### src/vcp_pkg.sv
// Constants, field layouts and carrier types for the virtual command port
package vcp_pkg;

  // Register byte addresses on the local register port
  typedef logic [11:0] addr_t;
  typedef logic [63:0] data_t;
  localparam addr_t ADDR_COMMAND_SUBMIT = 12'h0e00;
  localparam addr_t ADDR_EXTRA_OPERAND = 12'h0e08;
  localparam addr_t ADDR_COMMAND_RESPONSE = 12'h0e10;
  localparam addr_t ADDR_PORT_CONFIG = 12'h0e20;
  localparam addr_t ADDR_EVENT_STATUS = 12'h0e40;
  localparam addr_t ADDR_EVENT_MASK = 12'h0e48;

  // Command codes
  localparam logic [7:0] CMD_NULL = 8'h00;
  localparam logic [7:0] CMD_ALLOC_ID = 8'h01;
  localparam logic [7:0] CMD_FREE_ID = 8'h02;

  // Completion status codes
  localparam logic [6:0] SC_SUCCESS = 7'h00;
  localparam logic [6:0] SC_UNDEFINED = 7'h01;
  localparam logic [6:0] SC_NO_ID = 7'h10;
  localparam logic [6:0] SC_BAD_ID = 7'h10;

  // Identifier pool and execution timing
  localparam int POOL_SIZE = 16;
  localparam int ID_WIDTH = 20;
  localparam logic [2:0] EXEC_CYCLES = 3'h4;

  // Port configuration bits and their reset values
  localparam int CFG_IFACE_BIT = 0;
  localparam int CFG_ALLOC_BIT = 1;
  localparam int CFG_FREE_BIT = 2;
  localparam logic [2:0] CFG_RESET = 3'h7;

  // Event bits: completion and error completion
  localparam int EV_DONE_BIT = 0;
  localparam int EV_ERROR_BIT = 1;
  localparam logic [1:0] EV_RESET = 2'h0;

  // Command submission layout: operand A 63:16, reserved 15:8, code 7:0
  typedef struct packed {
    logic [47:0] first_operand;
    logic [7:0] reserved;
    logic [7:0] code;
  } command_submit_s;

  // Response layout: result 63:16, reserved 15:8, status 7:1, in progress 0
  typedef struct packed {
    logic [47:0] command_result;
    logic [7:0] reserved;
    logic [6:0] completion_status_code;
    logic in_progress_flag;
  } command_response_s;

  localparam command_submit_s SUBMIT_RESET = 64'h0000_0000_0000_0000;
  localparam command_response_s RESPONSE_RESET = 64'h0000_0000_0000_0000;

endpackage : vcp_pkg

### src/virtual_command_port.sv
// Virtual command port: command registers, identifier pool, response and events
// Notes on behaviour
// - Command register at E00h, operand, reserved, code
// - Code write clears response, sets in-progress flag
// - Writes to code and operands dropped while busy
// - Codes: null, allocate, free; others reserved
// - Second operand register, 64 bits, at E08h
// - Interface absent: registers read zero, ignore writes
// - Response at E10h: flag, status, result
// - Status zero success, one undefined command
// - Allocate returns identifier or 16; bad free 16
// - Unsupported command completes as undefined command
`timescale 1ns/1ps
module virtual_command_port
(
  input wire logic clk,
  input wire logic reset,
  input wire vcp_pkg::addr_t reg_addr,
  input wire vcp_pkg::data_t reg_wr_data,
  input wire logic reg_wr,
  input wire logic reg_rd,
  output vcp_pkg::data_t reg_rd_data,
  output logic irq
);
  import vcp_pkg::*;

  typedef enum {st_idle, st_run} run_state_e;

  command_submit_s command_submit;
  data_t extra_operand;
  command_response_s command_response;
  run_state_e run_state;
  logic [2:0] run_count;
  logic [2:0] port_config;
  logic [1:0] event_status;
  logic [1:0] event_mask;
  logic [POOL_SIZE-1:0] id_used;
  logic command_iface_supported;
  logic busy;
  logic wr_submit;
  logic wr_extra;
  logic start;
  logic finish;
  logic [6:0] next_status;
  logic [47:0] next_result;
  logic [POOL_SIZE-1:0] next_id_used;
  logic [1:0] events;
  logic ev_status_read;

  // Decode of the local register port
  assign command_iface_supported = port_config[CFG_IFACE_BIT];
  assign busy = command_response.in_progress_flag;
  assign wr_submit = reg_wr && reg_addr == ADDR_COMMAND_SUBMIT && command_iface_supported;
  assign wr_extra = reg_wr && reg_addr == ADDR_EXTRA_OPERAND && command_iface_supported;
  assign start = wr_submit && !busy;
  assign finish = run_state == st_run && run_count == 3'h0;
  assign ev_status_read = reg_rd && reg_addr == ADDR_EVENT_STATUS;

  // Command register; reserved byte is never stored, so it reads zero
  always_ff @(posedge clk or posedge reset)
  begin
    if (reset)
    begin
      command_submit <= SUBMIT_RESET;
    end
    else if (start)
    begin
      command_submit.first_operand <= reg_wr_data[63:16];
      command_submit.reserved <= 8'h00;
      command_submit.code <= reg_wr_data[7:0];
    end
  end

  // Second operand register, locked while a command runs
  always_ff @(posedge clk or posedge reset)
  begin
    if (reset)
    begin
      extra_operand <= 64'h0000_0000_0000_0000;
    end
    else if (wr_extra && !busy)
    begin
      extra_operand <= reg_wr_data;
    end
  end

  // Software controls: port configuration and event mask
  always_ff @(posedge clk or posedge reset)
  begin
    if (reset)
    begin
      port_config <= CFG_RESET;
      event_mask <= EV_RESET;
    end
    else if (reg_wr)
    begin
      if (reg_addr == ADDR_PORT_CONFIG)
      begin
        port_config <= reg_wr_data[2:0];
      end
      if (reg_addr == ADDR_EVENT_MASK)
      begin
        event_mask <= reg_wr_data[1:0];
      end
    end
  end

  // Command outcome, decided in the last cycle of execution
  always_comb
  begin
    next_status = SC_SUCCESS;
    next_result = 48'h0000_0000_0000;
    next_id_used = id_used;
    case (command_submit.code)
      CMD_NULL:
      begin
        next_status = SC_SUCCESS;
      end
      CMD_ALLOC_ID:
      begin
        if (!port_config[CFG_ALLOC_BIT])
        begin
          next_status = SC_UNDEFINED;
        end
        else
        begin
          next_status = SC_NO_ID;
          // Lowest free identifier wins; loop runs high to low so the last hit is lowest
          for (int i = POOL_SIZE - 1; i >= 0; i--)
          begin
            if (!id_used[i])
            begin
              next_status = SC_SUCCESS;
              next_result = {28'h000_0000, ID_WIDTH'(i)};
            end
          end
          if (next_status == SC_SUCCESS)
          begin
            next_id_used[next_result[3:0]] = 1'b1;
          end
        end
      end
      CMD_FREE_ID:
      begin
        if (!port_config[CFG_FREE_BIT])
        begin
          next_status = SC_UNDEFINED;
        end
        else if (command_submit.first_operand[19:4] == 16'h0000 && id_used[command_submit.first_operand[3:0]])
        begin
          next_status = SC_SUCCESS;
          next_id_used[command_submit.first_operand[3:0]] = 1'b0;
        end
        else
        begin
          next_status = SC_BAD_ID;
        end
      end
      default:
      begin
        next_status = SC_UNDEFINED;
      end
    endcase
  end

  // Execution sequencer and response register
  always_ff @(posedge clk or posedge reset)
  begin
    if (reset)
    begin
      run_state <= st_idle;
      run_count <= 3'h0;
      command_response <= RESPONSE_RESET;
    end
    else
    begin
      case (run_state)
        st_idle:
        begin
          if (start)
          begin
            command_response <= RESPONSE_RESET;
            command_response.in_progress_flag <= 1'b1;
            run_count <= EXEC_CYCLES - 3'h1;
            run_state <= st_run;
          end
        end
        st_run:
        begin
          if (finish)
          begin
            command_response.in_progress_flag <= 1'b0;
            command_response.completion_status_code <= next_status;
            command_response.command_result <= next_result;
            run_state <= st_idle;
          end
          else
          begin
            run_count <= run_count - 3'h1;
          end
        end
        default:
        begin
          run_state <= st_idle;
        end
      endcase
    end
  end

  // Identifier pool; only changes when a command completes
  always_ff @(posedge clk or posedge reset)
  begin
    if (reset)
    begin
      id_used <= '0;
    end
    else if (finish)
    begin
      id_used <= next_id_used;
    end
  end

  // Sticky events; a new event beats the clear made by reading the status
  assign events = {finish && next_status != SC_SUCCESS, finish};
  always_ff @(posedge clk or posedge reset)
  begin
    if (reset)
    begin
      event_status <= EV_RESET;
    end
    else
    begin
      event_status <= (ev_status_read ? 2'h0 : event_status) | events;
    end
  end

  // Interrupt is registered, so it trails the status bit by one cycle
  always_ff @(posedge clk or posedge reset)
  begin
    if (reset)
    begin
      irq <= 1'b0;
    end
    else
    begin
      irq <= |(event_status & event_mask);
    end
  end

  // Read data, valid the cycle after the strobe; unmapped addresses read zero
  always_ff @(posedge clk or posedge reset)
  begin
    if (reset)
    begin
      reg_rd_data <= 64'h0000_0000_0000_0000;
    end
    else if (reg_rd)
    begin
      case (reg_addr)
        ADDR_COMMAND_SUBMIT: reg_rd_data <= command_iface_supported ? command_submit : 64'h0;
        ADDR_EXTRA_OPERAND: reg_rd_data <= command_iface_supported ? extra_operand : 64'h0;
        ADDR_COMMAND_RESPONSE: reg_rd_data <= command_iface_supported ? command_response : 64'h0;
        ADDR_PORT_CONFIG: reg_rd_data <= {61'h0, port_config};
        ADDR_EVENT_STATUS: reg_rd_data <= {62'h0, event_status};
        ADDR_EVENT_MASK: reg_rd_data <= {62'h0, event_mask};
        default: reg_rd_data <= 64'h0000_0000_0000_0000;
      endcase
    end
    else
    begin
      reg_rd_data <= 64'h0000_0000_0000_0000;
    end
  end

  // Checks on the command port behaviour
  property p_cmd_reserved_zero;
    @(posedge clk) disable iff (reset)
    reg_rd && reg_addr == ADDR_COMMAND_SUBMIT |=> reg_rd_data[15:8] == 8'h00;
  endproperty
  a_cmd_reserved_zero: assert property (p_cmd_reserved_zero) else $error("reserved command bits read nonzero");

  property p_start_clears;
    @(posedge clk) disable iff (reset)
    start |=> command_response.in_progress_flag && command_response.completion_status_code == 7'h00
      && command_response.command_result == 48'h0;
  endproperty
  a_start_clears: assert property (p_start_clears) else $error("response not cleared at command start");

  property p_lock_submit;
    @(posedge clk) disable iff (reset)
    busy && reg_wr && reg_addr == ADDR_COMMAND_SUBMIT |=> $stable(command_submit);
  endproperty
  a_lock_submit: assert property (p_lock_submit) else $error("command written while busy");

  property p_lock_extra;
    @(posedge clk) disable iff (reset)
    busy && reg_wr && reg_addr == ADDR_EXTRA_OPERAND |=> $stable(extra_operand);
  endproperty
  a_lock_extra: assert property (p_lock_extra) else $error("second operand written while busy");

  property p_reserved_code;
    @(posedge clk) disable iff (reset)
    $fell(command_response.in_progress_flag) && command_submit.code > 8'h02
      |-> command_response.completion_status_code == 7'h01;
  endproperty
  a_reserved_code: assert property (p_reserved_code) else $error("reserved code not undefined");

  property p_extra_store;
    @(posedge clk) disable iff (reset)
    wr_extra && !busy |=> extra_operand == $past(reg_wr_data) && !busy;
  endproperty
  a_extra_store: assert property (p_extra_store) else $error("second operand not stored");

  property p_absent_reads_zero;
    @(posedge clk) disable iff (reset)
    reg_rd && !command_iface_supported && (reg_addr == ADDR_COMMAND_SUBMIT || reg_addr == ADDR_EXTRA_OPERAND
      || reg_addr == ADDR_COMMAND_RESPONSE) |=> reg_rd_data == 64'h0;
  endproperty
  a_absent_reads_zero: assert property (p_absent_reads_zero) else $error("absent interface read nonzero");

  property p_flag_duration;
    @(posedge clk) disable iff (reset)
    $rose(command_response.in_progress_flag) |-> command_response.in_progress_flag [*4]
      ##1 !command_response.in_progress_flag;
  endproperty
  a_flag_duration: assert property (p_flag_duration) else $error("in-progress flag length wrong");

  property p_null_success;
    @(posedge clk) disable iff (reset)
    $fell(command_response.in_progress_flag) && command_submit.code == 8'h00
      |-> command_response.completion_status_code == 7'h00 && command_response.command_result == 48'h0;
  endproperty
  a_null_success: assert property (p_null_success) else $error("null command not successful");

  property p_alloc_result;
    @(posedge clk) disable iff (reset)
    $fell(command_response.in_progress_flag) && command_submit.code == 8'h01
      && command_response.completion_status_code == 7'h00
      |-> command_response.command_result < 48'h10 && id_used[command_response.command_result[3:0]];
  endproperty
  a_alloc_result: assert property (p_alloc_result) else $error("allocated identifier out of pool");

  property p_unsupported_free;
    @(posedge clk) disable iff (reset)
    finish && command_submit.code == 8'h02 && !port_config[2]
      |=> command_response.completion_status_code == 7'h01;
  endproperty
  a_unsupported_free: assert property (p_unsupported_free) else $error("unsupported free not undefined");

  c_alloc_ok: cover property (@(posedge clk) disable iff (reset)
    finish && command_submit.code == 8'h01 && next_status == 7'h00);
  c_pool_empty: cover property (@(posedge clk) disable iff (reset)
    finish && command_submit.code == 8'h01 && next_status == 7'h10);
  c_bad_free: cover property (@(posedge clk) disable iff (reset)
    finish && command_submit.code == 8'h02 && next_status == 7'h10);
  c_irq: cover property (@(posedge clk) disable iff (reset) $rose(irq));

endmodule : virtual_command_port

### config.mk
export PLATFORM = sky130hd
export DESIGN_NAME = virtual_command_port
export DESIGN_NICKNAME = d
export VERILOG_FILES = /design/src/vcp_pkg.sv /design/src/virtual_command_port.sv
export SDC_FILE = /design/constraint.sdc
export NUM_CORES = 1
export LEC_CHECK = 0
export BUFFER_PORTS_ARGS = -buffer_cell sky130_fd_sc_hd__buf_4
export CAP_MARGIN = 20
export CORE_MARGIN = 3
export CORE_UTILIZATION = 35
export CTS_BUF_LIST = sky130_fd_sc_hd__clkbuf_16
export DETAILED_ROUTE_END_ITERATION = 6
export GPL_TIMING_DRIVEN = 0
export PLACE_DENSITY = 0.54
export SYNTH_ARGS = -nofsm -noshare
export SYNTH_HDL_FRONTEND = slang
export SYNTH_SLANG_ARGS = --single-unit
export TNS_END_PERCENT = 1
### constraint.sdc
create_clock -name clk -period 23.8 [get_ports clk]
set_input_delay 7.14 -clock clk [delete_from_list [all_inputs] [get_ports clk]]
set_output_delay 7.14 -clock clk [all_outputs]
set_load 0.02 [all_outputs]
Word level (Yosys, flattened, before mapping)
Cells that the tools add are included.

storage, ports and cells
  word-level logic and storage cells = 139
  register bits = 299

operators by class
  eq/ne operators = 17
  $lt $le $gt $ge = 4
  $add $sub $neg = 1
  reduce and logical (&&, ||, !) cells = 28
  multiplexer cells = 70
  bitwise logic cells = 5

operator list
  operator                                               number
  two-way mux 48 bit                                     20
  case mux 64 bit (6 select lines)                       1
  two-way mux 64 bit                                     5
  two-way mux 7 bit                                      18
  case mux 48 bit (2 select lines)                       1
  equality test 12 bit (second input constant)           6
  two-way mux 16 bit                                     4
  two-way mux 32 bit                                     2
  case mux 32 bit (2 select lines)                       1
  equality test 32 x 1 -> 1 bit (second input constant)  1
  equality test 32 x 2 -> 1 bit (second input constant)  1
  zero test 32 bit                                       1
  case mux 16 bit (2 select lines)                       1
  case mux 7 bit (3 select lines)                        1
  AND 16 bit                                             1
  zero test 16 bit                                       1
  NOT 16 bit                                             1
  bitwise OR 16 bit                                      1
  case mux 8 bit (2 select lines)                        1
  two-way mux 5 bit                                      3
  != test 2 bit (second input constant)                  7
  logical AND 1 bit                                      12
  < comparator 4 x 5 -> 1 bit (second input constant)    2
  demux 1 bit (select 4 bit)                             2
  other kinds (23)                                       31

Depth between registers and ports, before layout
  depth in word-level cells = 26
  gate-level depth with buffers = 9
  mapped depth without buffers = 8

Worst setup path before layout
OpenSTA, ideal clock, no wires.

  path type = input to register
  start = input port reg_addr[1]
  end = register extra_operand[50]
  required time = 23675 ps
  stages = 6
  arrival = 8783 ps
  buffers on the path = 2
  path slack = 14892 ps
  library setup time = 125 ps
  path through = or4_4 nor4_4 and4b_1 buf_4 buf_6 mux2_2

on the way
  longest elaborated chain between the ends = 4

RTL lines
  item                             line                        text
  start: declaration               virtual_command_port.sv:18  input wire vcp_pkg::addr_t reg_addr,
  equality test 12 bit             virtual_command_port.sv:54  assign wr_extra = reg_wr && reg_addr == ADDR_EXTRA_OPERAND && command_iface_supported;
  logical AND 1 bit (2 in series)  virtual_command_port.sv:54
  logical AND 1 bit                virtual_command_port.sv:81  else if (wr_extra && !busy)
  end signal: assignment           virtual_command_port.sv:83  extra_operand <= reg_wr_data;
  end: declaration                 virtual_command_port.sv:30  data_t extra_operand;

Every way passes these cells.
A chain may end at the register's enable or synchronous reset.

Worst setup path after layout
  start = input port reg_addr[1]
  end = register reg_rd_data[39]

on the way
  longest elaborated chain between the ends = 3
  elaborated cells between the ends (all ways) = 8
  those cells by class = 6 x eq/ne; 2 x mux

RTL lines
  item                                line                         text
  equality test 12 bit                virtual_command_port.sv:259  case (reg_addr)
  case mux 64 bit (6 select lines) *  virtual_command_port.sv:259
  two-way mux 64 bit *                virtual_command_port.sv:257  else if (reg_rd)
  end signal: assignment              virtual_command_port.sv:260  ADDR_COMMAND_SUBMIT: reg_rd_data <= command_iface_supported ? command_submit : 64'h0;
  end signal: assignment              virtual_command_port.sv:261  ADDR_EXTRA_OPERAND: reg_rd_data <= command_iface_supported ? extra_operand : 64'h0;
  end signal: assignment              virtual_command_port.sv:262  ADDR_COMMAND_RESPONSE: reg_rd_data <= command_iface_supported ? command_response : 64'h0;
  end: declaration                    virtual_command_port.sv:22   output vcp_pkg::data_t reg_rd_data,

Every way passes the cells marked *; elsewhere a longest branch is shown, timed or not.

==> results.toml <==
[clock_tree]
cts-htree-levels = 1
holdBufCountCts = 0
cts_tree = "yes"
clock-root-buffer = "clkbuf_16"
postCtsResizedCells = 0
worstSkewPairLatency_ns = 0.51
numCtsBuffers = 25
clockBufferDepth = 3
cts_num_sinks = 218
clk_pin_slew_ns = 0.05
post_cts_buffers = 0

[critical_path]
start_kind = "primary input"
max_stage_delay_ns = 0.58
crit_fanout = 10
worstSetupPathType = "in -> reg"
cp_slowest_cell = "or4_4"
end_kind = "flip-flop"
cpMostUsedCell = "buf_4"
path_cells = "buf_4 > or4_4 > nor4_1 > buf_4 > clkbuf_1 > a22oi_1 > nor2_1"
cp.arrival_ns = 9.41
cp.required_ns = 24.22

[final_layout]
drive_above_1_share = 0.291
seq_area_um2 = 5460
final_core_utilization = 0.449
area_delta_synth_final_pct = 25.0
nets = 1064
final_cells = 1329
num_antenna_cells = 0
multi_input_comb_area_um2 = 3340
final.fill_count = 2440

[sta]
clock-skew-final_ns = 0.00915
slew-limit-headroom = 0.496
finalHoldViolCount = 0
rsz0062_at_grt = "false"
worst_pin_slew_ns = 0.757
fmax_mhz = 111
finalSetupViolCount = 0
period_needed_ns = 8.99
whs_ns = 0.465
timing.final.crit_share = 0.378
maxSlewViolCount = 0
tns_ns = 0

[yosys]
synth_commonest_cells = "dfrtp_1, nand2_1, nor2_1, mux2_2, a22oi_1"
synth_cell_types = 62
syn-num-nets = 893
synth_seq_cells = 218
synth-edff-count = 0
synthCells = 811
yosysSeqAreaShare = 0.598
synth_area_per_cell_um2 = 11.3
netlist_area_um2 = 9140
synth_area_leaders = "dfrtp_1, nand2_1, mux2_2, a22oi_1, nor2_1"
synth_flop_cell = "dfrtp_1"
synth_most_common_cell = "dfrtp_1"
synth_warnings = 0
synth_top_cell_by_area = "dfrtp_1"
synthArstFlopShare = 1.00
yosysTopAreaCellShare = 0.589

[pwr]
power_frac_comb = 0.030
netSwitchingPower_w = 0.000159
p_int_w = 0.000591
p_leak_nw = 5.58
p_total_w = 0.000750
p_clk_frac = 0.476
netSwitchingFraction = 0.212
pwr-share-seq = 0.494
ir_worst_vdd_uv = 42.6
power_density_nw_per_um2 = 65.7

[outcome]
status = "complete, no violations"

[grt]
grt_pass1_vias = 6815
grtUsageTotal = 0.167
antenna_found_initial = 1
grt-busiest-layer = "met2"
grt_max_degree = 111
use_met1 = 0.245
gr-usage-met3 = 0.0368
grt_use_met2 = 0.252
grt-ovfl-total = 0
grt_pass1_wl_um = 38000

[drt]
ant_nets = 0
routed_wl_um = 23400
vias = 6719
dr.first_iter.drc_count = 431
drc = 0
drtPass1Iterations = 5
via_per_inst = 5.06
wire_per_inst_um = 17.6

[placed_design]
dp.cells = 1285
post-dp-hpwl_um = 16200
routabilityCongestion = 0.849
port_buffers = 143

[floorplanning]
dieArea_um2 = 28100
die_height_um = 168
core_um2 = 25400
rows = 58
start_util = 0.360
die_w_um = 168
io_pins = 145

[run]
drv_cap = 0

[hold_path]
worstHoldPathType = "reg -> reg"
==> layout by cell type, fill, tap and decap left out, types with 14 or more instances in the layout <==
cell / count
dfrtp_1: 215
nand2_1: 194
buf_4: 149
nor2_1: 66
mux2_2: 64
a22oi_1: 53
clkbuf_16: 25
o21ai_0: 20
clkbuf_1: 16
inv_1: 14
==> cell families (layout without fill, tap and decap cells) <==
group                      after synthesis  after routing  share of synthesized area
buffers and inverters                   56            244                     0.0370
muxes                                   78             78                     0.0982
DFF                                    218            218                      0.598
and+or+nand+nor                        329            329                      0.164
adders and majority gates                2              2                    0.00274
AOI/OAI and AO/OA                      128            128                      0.100
==> per-stage QoR <==
step	setup slack (ns)	area (um2)
floorplan	10.70	9140
global placement	7.99	10600
detailed placement	14.36	10700
CTS	14.88	11400
global route	14.67	11400
finish	14.81	11400
==> flip-flops by register name (all words and copies together), names as in the netlist <==
name              flops
id_used              16
reg_rd_data          64
event_mask            2
busy                  1
extra_operand        64
command_submit       56
event_status          2
run_count             3
command_response      6
irq                   1
port_config           3
==> layout make-up <==
cell class / instances / area share
well taps: 330 / 0.0362
multi-input cells: 537 / 0.292
flip-flops and latches: 218 / 0.478
plain buffers: 46 / 0.0263
repair buffers: 144 / 0.0965
clock inverters: 19 / 0.0116
inverters: 10 / 0.00395
clock buffers: 25 / 0.0548
==> metal layers <==
metal | up-vias | routed length [um]
li1 | 3177 | -
met1 | 3329 | 10900
met2 | 179 | 10400
met3 | 32 | 1520
met4 | 2 | 485
met5 | - | 13
==> critical path, delay by kind of cell <==
kind	cells	cell delay, ns
buffers and inverters	3	0.91
AND/OR/NAND/NOR	3	1.21
AO/OA/AOI/OAI	1	0.13
==> final timing paths <==
kind / startpoint / to / slack, ns / cells past startpoint
max: reg_addr[1] / reg_rd_data[39] / 14.81 / 7
min: command_submit[41] / command_submit[41] / 0.46 / 2
max reg2reg: command_submit[5] / id_used[2] / 21.45 / 6
min reg2reg: command_submit[41] / command_submit[41] / 0.46 / 2
max in group asynchronous: reset / command_submit[59] / 16.01 / 3
min in group asynchronous: reset / reg_rd_data[22] / 6.80 / 2
==> power by group through the flow <==
stage          Combinational [W]  Clock [W]  Sequential (W)
2_1_floorplan         0.00000709          0        0.000378
3_3_place_gp           0.0000223          0        0.000378
3_5_place_dp           0.0000232          0        0.000378
4_1_cts                0.0000233   0.000367        0.000371
5_1_grt                0.0000254   0.000386        0.000371
6_report               0.0000224   0.000357        0.000371
No activity file was read; power rests on OpenSTA's default activity.
